### src/hdl/mb_map_pkg.sv
// Purpose: Constants and types for the Modbus data mapper.
// Assumes: APB word registers; byte address is four times the index.
// Notes: The rule summary below covers the whole block.
// Summary of operation
// - Booleans become zero-padded 16-bit bit fields.
// - Bytes padded alone, packed two per register.
// - Characters padded alone, packed two per register.
// - Enums padded alone, 8-bit arrays packed.
// - 16-bit integers take exactly one register.
// - 32-bit integers and floats take two.
// - 64-bit integers take four registers.
// - Same conversion used in both directions.
// - Answer only our own node address.
// - Rates to 115.2k, parity, one/two stops.
// - RTU 8-bit or ASCII 7-bit framing.
// - Request restarts traffic-live timeout; drives supervised.
// - Link settings readable and writable.
// - Diagnostic entries fixed; missing ones read zero.
// - Link settings apply after reset; change flags error.
// - Old link settings kept until reset.
// - Settings at holding registers 0200h to 0203h.
// - Timeout disabled by default: live forever.
`default_nettype none
package mb_map_pkg;
    // -----------------------------------------------------------------
    // Register indices (byte address = index * 4).
    // -----------------------------------------------------------------
    localparam logic [13:0] IX_NODE    = 14'h0200;
    localparam logic [13:0] IX_COMM    = 14'h0201;
    localparam logic [13:0] IX_MODE    = 14'h0202;
    localparam logic [13:0] IX_TMO     = 14'h0203;
    localparam logic [13:0] IX_TYPE    = 14'h0300;
    localparam logic [13:0] IX_CNT     = 14'h0301;
    localparam logic [13:0] IX_DLO     = 14'h0302;
    localparam logic [13:0] IX_DHI     = 14'h0303;
    localparam logic [13:0] IX_RIDX    = 14'h0304;
    localparam logic [13:0] IX_RVAL    = 14'h0305;
    localparam logic [13:0] IX_NREG    = 14'h0306;
    localparam logic [13:0] IX_STAT    = 14'h0307;
    localparam logic [13:0] IX_DIAG    = 14'h0310;
    localparam int          NDIAG      = 6;
    // -----------------------------------------------------------------
    // Reset values and limits.
    // -----------------------------------------------------------------
    localparam logic [7:0]  NODE_RST   = 8'h01;
    localparam logic [3:0]  BAUD_RST   = 4'h4;
    localparam logic [3:0]  BAUD_MAX   = 4'h7;
    localparam logic [15:0] TMO_RST    = 16'h0000;
    localparam int          CLK_HZ     = 25000000;
    localparam int          TICK_MS    = 1;
    localparam int          TICK_CYC   = CLK_HZ / 1000 * TICK_MS;
    // -----------------------------------------------------------------
    // Types.
    // -----------------------------------------------------------------
    typedef enum logic [1:0] {par_none, par_odd, par_even} parity_e;
    typedef enum logic [3:0] {
        boolean_item, signed_byte_item, unsigned_byte_item, char_item,
        enum_item, signed_halfword_item, unsigned_halfword_item,
        signed_word_item, unsigned_word_item, float_item,
        signed_dword_item, unsigned_dword_item
    } item_e;
    typedef struct packed {
        logic [7:0]  node;
        logic [3:0]  baud;
        parity_e     parity;
        logic        stop2;
        logic        ascii;
    } link_cfg_s;
endpackage
`default_nettype wire

### src/hdl/mb_map.sv
// Purpose: Modbus data mapper with link settings over APB.
// Assumes: Single 25 MHz clock; request events synchronous.
// Notes: i_restart stands for the module reset that applies settings.
`default_nettype none
module mb_map
    import mb_map_pkg::*;
#(
    parameter int TICK_CYCLES = TICK_CYC
)(
    // Clock and reset.
    input  wire logic            i_clk,
    input  wire logic            i_rstn,
    // APB slave.
    input  wire logic            i_psel,
    input  wire logic            i_penable,
    input  wire logic            i_pwrite,
    input  wire logic [15:0]     i_paddr,
    input  wire logic [31:0]     i_pwdata,
    output logic      [31:0]     o_prdata,
    output logic                 o_pready,
    output logic                 o_pslverr,
    // Link side events.
    input  wire logic            i_req_valid,
    input  wire logic [7:0]      i_req_node,
    input  wire logic            i_restart,
    output logic                 o_req_accept,
    output link_cfg_s            o_link_cfg,
    output logic      [3:0]      o_char_bits,
    output logic                 o_live,
    output logic                 o_supervised,
    output logic                 o_cfg_err,
    // Diagnostic instances.
    input  wire logic [5:0]      i_diag_exist,
    input  wire logic [95:0]     i_diag_code
);
    // -----------------------------------------------------------------
    // State.
    // -----------------------------------------------------------------
    link_cfg_s   pend_ff, nxt_pend;   // Written settings.
    link_cfg_s   act_ff, nxt_act;     // Settings in force.
    logic [15:0] tmo_ff, nxt_tmo;     // Timeout in ticks.
    logic        err_ff, nxt_err;     // Runtime change seen.
    item_e       type_ff, nxt_type;   // Item type.
    logic [6:0]  cnt_ff, nxt_cnt;     // Element count.
    logic [63:0] data_ff, nxt_data;   // Internal item image.
    logic [1:0]  ridx_ff, nxt_ridx;   // Register selector.
    logic        live_ff, nxt_live;   // Traffic-live state.
    logic [15:0] left_ff, nxt_left;   // Ticks left.
    logic [31:0] tick_ff, nxt_tick;   // Cycle prescaler.
    logic [31:0] rd_ff, nxt_rd;       // Read data.
    logic        errsp_ff, nxt_errsp; // Slave error.

    logic [13:0] idx;
    logic        wr_en, rd_en, hit;
    logic [6:0]  cnt_eff;
    logic [2:0]  nreg;
    logic [63:0] keep;
    logic [63:0] mapped;

    assign idx   = i_paddr[15:2];
    assign wr_en = i_psel && i_penable && i_pwrite;
    assign rd_en = i_psel && !i_penable && !i_pwrite;
    // A zero count means a single item.
    assign cnt_eff = (cnt_ff == 7'h00) ? 7'h01 : cnt_ff;

    // -----------------------------------------------------------------
    // Conversion: register count and kept-bit mask per type.
    // -----------------------------------------------------------------
    // One mask serves reads and writes, so both directions agree.
    always_comb
    begin
        nreg = 3'h1;
        keep = 64'h0;
        case (type_ff)
            boolean_item:
            begin
                // Element n in bit n, rest padded with zero.
                for (int b = 0; b < 64; b++)
                    keep[b] = (7'(b) < cnt_eff);
                // Widened sum: a 7-bit add would wrap for large counts.
                nreg = 3'((8'(cnt_eff) + 8'h0F) >> 4);
            end
            signed_byte_item, unsigned_byte_item, char_item, enum_item:
            begin
                for (int b = 0; b < 8; b++)
                    keep[8*b +: 8] = {8{7'(b) < cnt_eff}};
                nreg = 3'((8'(cnt_eff) + 8'h01) >> 1);
            end
            signed_halfword_item, unsigned_halfword_item:
            begin
                keep = 64'h0000_0000_0000_FFFF;
                nreg = 3'h1;
            end
            signed_word_item, unsigned_word_item, float_item:
            begin
                keep = 64'h0000_0000_FFFF_FFFF;
                nreg = 3'h2;
            end
            signed_dword_item, unsigned_dword_item:
            begin
                keep = 64'hFFFF_FFFF_FFFF_FFFF;
                nreg = 3'h4;
            end
            default:
            begin
                keep = 64'h0;
                nreg = 3'h1;
            end
        endcase
    end

    assign mapped = data_ff & keep;

    // -----------------------------------------------------------------
    // Register file, link settings and error flag.
    // -----------------------------------------------------------------
    always_comb
    begin
        logic [63:0] w;
        w         = data_ff;
        nxt_pend  = pend_ff;
        nxt_act   = act_ff;
        nxt_tmo   = tmo_ff;
        nxt_err   = err_ff;
        nxt_type  = type_ff;
        nxt_cnt   = cnt_ff;
        nxt_data  = data_ff;
        nxt_ridx  = ridx_ff;
        if (wr_en)
        begin
            case (idx)
                IX_NODE: nxt_pend.node = i_pwdata[7:0];
                IX_COMM:
                begin
                    // Rates above the top code are not taken.
                    if (i_pwdata[3:0] <= BAUD_MAX)
                        nxt_pend.baud = i_pwdata[3:0];
                    nxt_pend.parity = parity_e'(i_pwdata[5:4]);
                    nxt_pend.stop2  = i_pwdata[6];
                end
                IX_MODE: nxt_pend.ascii = i_pwdata[0];
                IX_TMO:  nxt_tmo = i_pwdata[15:0];
                IX_TYPE: nxt_type = item_e'(i_pwdata[3:0]);
                IX_CNT:  nxt_cnt = i_pwdata[6:0];
                IX_DLO:  nxt_data[31:0] = i_pwdata;
                IX_DHI:  nxt_data[63:32] = i_pwdata;
                IX_RIDX: nxt_ridx = i_pwdata[1:0];
                IX_RVAL:
                begin
                    // Register to internal uses the same mask.
                    w[16*ridx_ff +: 16] = i_pwdata[15:0];
                    nxt_data = w & keep;
                end
                default: nxt_data = data_ff;
            endcase
        end
        // A pending change differing from the active set is an error.
        if (nxt_pend != act_ff)
            nxt_err = 1'b1;
        if (i_restart)
        begin
            nxt_act = nxt_pend;
            nxt_err = 1'b0;
        end
    end

    always_comb
    begin
        logic [15:0] dv;
        dv        = 16'h0000;
        nxt_rd    = 32'h0000_0000;
        nxt_errsp = 1'b0;
        hit       = 1'b1;
        case (idx)
            IX_NODE: nxt_rd = {24'h0, pend_ff.node};
            IX_COMM: nxt_rd = {25'h0, pend_ff.stop2, pend_ff.parity, pend_ff.baud};
            IX_MODE: nxt_rd = {31'h0, pend_ff.ascii};
            IX_TMO:  nxt_rd = {16'h0, tmo_ff};
            IX_TYPE: nxt_rd = {28'h0, type_ff};
            IX_CNT:  nxt_rd = {25'h0, cnt_ff};
            IX_DLO:  nxt_rd = data_ff[31:0];
            IX_DHI:  nxt_rd = data_ff[63:32];
            IX_RIDX: nxt_rd = {30'h0, ridx_ff};
            IX_RVAL: nxt_rd = {16'h0, mapped[16*ridx_ff +: 16]};
            IX_NREG: nxt_rd = {29'h0, nreg};
            IX_STAT: nxt_rd = {30'h0, err_ff, live_ff};
            default:
            begin
                if (idx >= IX_DIAG && idx < IX_DIAG + 14'(NDIAG))
                begin
                    // Each slot is one fixed instance; absent reads zero.
                    for (int d = 0; d < NDIAG; d++)
                        if (idx == IX_DIAG + 14'(d) && i_diag_exist[d])
                            dv = i_diag_code[16*d +: 16];
                    nxt_rd = {16'h0, dv};
                end
                else
                begin
                    hit = 1'b0;
                    nxt_errsp = 1'b1;
                end
            end
        endcase
        if (!rd_en)
        begin
            nxt_rd    = rd_ff;
            nxt_errsp = i_psel && !i_penable && !hit;
        end
    end

    // -----------------------------------------------------------------
    // Traffic-live timer.
    // -----------------------------------------------------------------
    always_comb
    begin
        nxt_live = live_ff;
        nxt_left = left_ff;
        nxt_tick = tick_ff;
        if (o_req_accept)
        begin
            nxt_live = 1'b1;
            nxt_left = tmo_ff;
            nxt_tick = 32'h0;
        end
        else if (live_ff && tmo_ff != TMO_RST)
        begin
            if (tick_ff == 32'(TICK_CYCLES - 1))
            begin
                nxt_tick = 32'h0;
                if (left_ff <= 16'h1)
                    nxt_live = 1'b0;
                else
                    nxt_left = left_ff - 16'h1;
            end
            else
                nxt_tick = tick_ff + 32'h1;
        end
    end

    // -----------------------------------------------------------------
    // Flip-flops.
    // -----------------------------------------------------------------
    always_ff @(posedge i_clk or negedge i_rstn)
    begin
        if (!i_rstn)
        begin
            pend_ff <= '{NODE_RST, BAUD_RST, par_none, 1'b0, 1'b0};
            act_ff  <= '{NODE_RST, BAUD_RST, par_none, 1'b0, 1'b0};
            tmo_ff  <= TMO_RST;
            err_ff  <= 1'b0;
            type_ff <= boolean_item;
            cnt_ff  <= 7'h00;
            data_ff <= 64'h0;
            ridx_ff <= 2'h0;
            live_ff <= 1'b0;
            left_ff <= 16'h0;
            tick_ff <= 32'h0;
            rd_ff   <= 32'h0;
            errsp_ff <= 1'b0;
        end
        else
        begin
            pend_ff <= nxt_pend;
            act_ff  <= nxt_act;
            tmo_ff  <= nxt_tmo;
            err_ff  <= nxt_err;
            type_ff <= nxt_type;
            cnt_ff  <= nxt_cnt;
            data_ff <= nxt_data;
            ridx_ff <= nxt_ridx;
            live_ff <= nxt_live;
            left_ff <= nxt_left;
            tick_ff <= nxt_tick;
            rd_ff   <= nxt_rd;
            errsp_ff <= nxt_errsp;
        end
    end

    // -----------------------------------------------------------------
    // Outputs.
    // -----------------------------------------------------------------
    assign o_pready     = 1'b1;
    assign o_prdata     = rd_ff;
    assign o_pslverr    = errsp_ff && i_psel && i_penable;
    // Matching against the active set keeps old address until reset.
    assign o_req_accept = i_req_valid && (i_req_node == act_ff.node);
    assign o_link_cfg   = act_ff;
    assign o_char_bits  = act_ff.ascii ? 4'h7 : 4'h8;
    assign o_live       = live_ff;
    assign o_supervised = live_ff;
    assign o_cfg_err    = err_ff;
endmodule // mb_map
`default_nettype wire

### config.mk
export PLATFORM = sky130hd
export DESIGN_NAME = mb_map
export DESIGN_NICKNAME = d
export VERILOG_FILES = /design/src/hdl/mb_map_pkg.sv /design/src/hdl/mb_map.sv
export SDC_FILE = /design/constraint.sdc
export NUM_CORES = 1
export LEC_CHECK = 0
export BUFFER_PORTS_ARGS = -buffer_cell sky130_fd_sc_hd__buf_2
export CAP_MARGIN = 20
export CELL_PAD_IN_SITES_DETAIL_PLACEMENT = 1
export CELL_PAD_IN_SITES_GLOBAL_PLACEMENT = 2
export CORE_MARGIN = 2
export CORE_UTILIZATION = 37
export CTS_CLUSTER_SIZE = 28
export DETAILED_ROUTE_END_ITERATION = 10
export PLACE_DENSITY_LB_ADDON = 0.1
export SLEW_MARGIN = 0
export SYNTH_ARGS = -nofsm -noshare
export SYNTH_HDL_FRONTEND = slang
export SYNTH_SLANG_ARGS = --single-unit
### constraint.sdc
create_clock -name i_clk -period 7.7 [get_ports i_clk]
set_input_delay 0.77 -clock i_clk [delete_from_list [all_inputs] [get_ports i_clk]]
set_output_delay 0.77 -clock i_clk [all_outputs]
set_load 0.1 [all_outputs]
==> results.ini <==
[synthesis]
synth_cell_type_count = 92
ys.flop_type = dfrtp_1
yosys_warnings = 0
synth_edf_count = 0
seq_area_frac_synth_pct = 37.09
netlist_instances = 1753
avgSynthCellArea_um2 = 8.013
synth_nets = 1927
syn_area_um2 = 14050
synth_seq_cells = 208
async_flop_share_pct = 100.0

[placement]
gp_congestion = 0.9213
preCtsSetupSlack_ns = 3.303
place_hpwl_um = 47270
port_buffers = 219

[die]
die_w_um = 198.8
initial_core_util_pct = 37.47
dieArea_um2 = 39540
rows = 71
ios = 223
fp.dieH_um = 198.8
coreArea_um2 = 37490

[min_path]
hold_class = in -> async

[critical_path]
cp.arrival_ns = 4.42
reg2reg_from = type_ff[3]$_DFFE_PN0P_
r2r_end = o_prdata[3]$_DFFE_PN0P_
crit_fanout = 18
reg2regPathDepth = 7
startpoint_type = register
end_kind = register
worstPathRequired_ns = 8.14
path_class = reg -> reg
rrSetupSlack_ns = 3.72

[clock_tree]
cts_hold_buf = 0
cts_max_path_buffers = 3
h-tree-depth = 1
post_cts_resized = 0
postCtsSetupRepairBufs = 0
cts_root_buf = clkbuf_16
clk_latency_ns = 0.56
clkTransAtPathRegs_ns = 0.07
clock-sinks = 208
cts_tree = done
cts_buffers = 27

[power]
pwr-share-comb_pct = 17.0
power_w = 0.002936
ir_worst_vdd_mv = 0.1717
internal_power_w = 0.001990
seqPwrFrac_pct = 40.0
power_leakage_nw = 6.836
swShare_pct = 32.22
power.switching_w = 0.0009459
powerDensity_nw_per_um2 = 178.9
clockPowerShare_pct = 43.1

[timing]
tightest_slew_ns = 1.133
finalCritPeriodShare_pct = 51.75
hold_viol_final = 0
rsz0062_at_grt = no
clock_skew_ns = 0.01703
fmax_ghz = 0.2510
finalSetupViolations = 0
relSlewSlack_pct = 23.80
setup_ws_ns = 3.715
slew_viol_final = 0
min_period_ns = 3.985
setup_tns_ns = 0

[global_route]
grt_max_degree = 96
antenna_found_initial = 2
grt_pass1_vias = 15505
grt_usage_pct = 32.68
grt_first_pass_wirelength_um = 97190
grt-ovfl-total = 0

[layout]
layout_common_cells = 218 x buf_2, 204 x dfrtp_1, 187 x nand2_1
fill_cells = 4642
nNetsFinal = 2081
drive_above_1_share_pct = 18.75
final_common_cell = buf_2
area_growth_pct = 16.81

[routing]
num_vias = 15145
drc = 0
drt_pass1_iterations = 5
antenna_left = 0
viasPerCell = 6.215
drt-initial-drc-count = 1158
routedWlPerCell_um = 26.47
drt_wl_total_um = 64510

[status]
status = finished clean

[flow_run]
drv_cap = 0

-- worst max-delay path, stage by stage (launching register included) --
cell and delay [ns]:
dfrtp_1 0.77, clkinv_1 0.49, a211oi_1 0.75, a21oi_1 0.35, a21o_1 0.28, a311oi_1 0.63
nor4_1 0.19, or3_1 0.41
-- state kept, by name (all words and copies together) (netlist names), 4 cells and up --
name and flops:
cnt_ff 7, data_ff 64, left_ff 16, o_link_cfg 16, o_prdata 32, pend_ff 16
tick_ff 32, tmo_ff 16, type_ff 4
-- metrics by stage --
| step | instances | util, % | hold WS, ns | instance area [µm²] |
|---|---|---|---|---|
| after floorplan | 1753 | - | 0.4477 | 14050 |
| after detailed placement | 2388 | 41.42 | 0.4682 | 15530 |
| after global placement | 2388 | 41.42 | 0.4641 | 15530 |
| after CTS | 2435 | 43.74 | 0.2873 | 16400 |
| after global routing | 2437 | 43.77 | 0.2981 | 16410 |
| final | 2437 | 43.77 | 0.2335 | 16410 |
-- kinds of logic after synthesis --
group / after synthesis / synth area share, %
fa+ha+maj: 9 / 0.8017
mux: 40 / 3.100
buf+inv: 177 / 5.015
simple gates: 668 / 23.49
flops: 208 / 37.09
other cells: 1 / 0.02670
xor+xnor: 51 / 3.180
compound gates: 599 / 27.29
-- power by group through the flow --
stage | combinational [W] | clock (W) | sequential, W
3_3_place_gp | 0.000492 | 0 | 0.00119
2_1_floorplan | 0.000120 | 0 | 0.00141
6_report | 0.000498 | 0.00126 | 0.00117
4_1_cts | 0.000499 | 0.00128 | 0.00117
5_1_grt | 0.000525 | 0.00132 | 0.00118
3_5_place_dp | 0.000498 | 0 | 0.00119
-- synthesized netlist by cell type, types with 6 or more instances --
library cell  instances  area, µm²
a21oi_1             175      875.8
buf_2                11      55.05
o22ai_1              15      93.84
a221oi_1             32      280.3
dfrtp_1             204       5105
clkbuf_1            101      379.1
o2bb2ai_1             7      61.31
nand4_1              19      118.9
xnor2_1              36      315.3
nor3b_1               7      52.55
nor4b_1               7      61.31
mux2_2               28      315.3
o21a_1                8      60.06
a31oi_1              17      106.4
o31ai_1               9      67.56
nor2_1              180      675.7
inv_1                51      191.4
nand3_1              63      315.3
a21o_1               10      75.07
a311oi_1              7      61.31
buf_1                 6      22.52
xor2_1               15      131.4
nor3_1               58      290.3
or3_1                 7      43.79
or2_2                 7      43.79
a222oi_1             10      100.1
a22oi_1              28      210.2
o21ai_0             172      860.8
a211oi_1              6      45.04
nor2b_1              43      269.0
nand2_1             187      701.9
a22o_1                8      70.07
o211ai_1             16      120.1
and4_1                9      78.83
or4_1                 8      60.06
mux2i_1              12      120.1
and3_1               12      75.07
o221ai_1             16      140.1
nor4_1               21      131.4
ha_1                  9      112.6
nand2b_1              7      43.79
-- layer usage --
| layer | track usage (%) | up-vias | share of wire [%] |
|---|---|---|---|
| met5 | 0 | - | 0.020 |
| met4 | 14.12 | 2 | 4.7 |
| met3 | 5.680 | 143 | 7.3 |
| met2 | 51.01 | 569 | 45 |
| met1 | 44.46 | 7657 | 43 |
| li1 | - | 6774 | - |
-- area by class of cell --
cell class | instances | area (µm²) | share of cell area, %
diodes | 1 | 2.502 | 0.01525
multi-input cells | 1368 | 8157 | 49.71
clock buffers | 42 | 812.0 | 4.949
well taps | 511 | 639.4 | 3.897
flip-flops and latches | 208 | 5210 | 31.75
repair buffers | 249 | 1331 | 8.114
clock inverters | 5 | 56.30 | 0.3432
inverters | 53 | 198.9 | 1.213
-- how the worst max path moves through the flow --
stage                                from                 endpoint
5_1_grt            type_ff[3]$_DFFE_PN0P_  o_prdata[3]$_DFFE_PN0P_
3_3_place_gp                   i_paddr[9]  data_ff[11]$_DFFE_PN0P_
6_report           type_ff[3]$_DFFE_PN0P_  o_prdata[3]$_DFFE_PN0P_
3_5_place_dp                   i_paddr[9]   data_ff[0]$_DFFE_PN0P_
4_1_cts            type_ff[3]$_DFFE_PN0P_  o_prdata[3]$_DFFE_PN0P_
2_1_floorplan  o_link_cfg[11]$_DFFE_PN0P_             o_req_accept
Note: power is estimated with default switching activity, not from simulation.
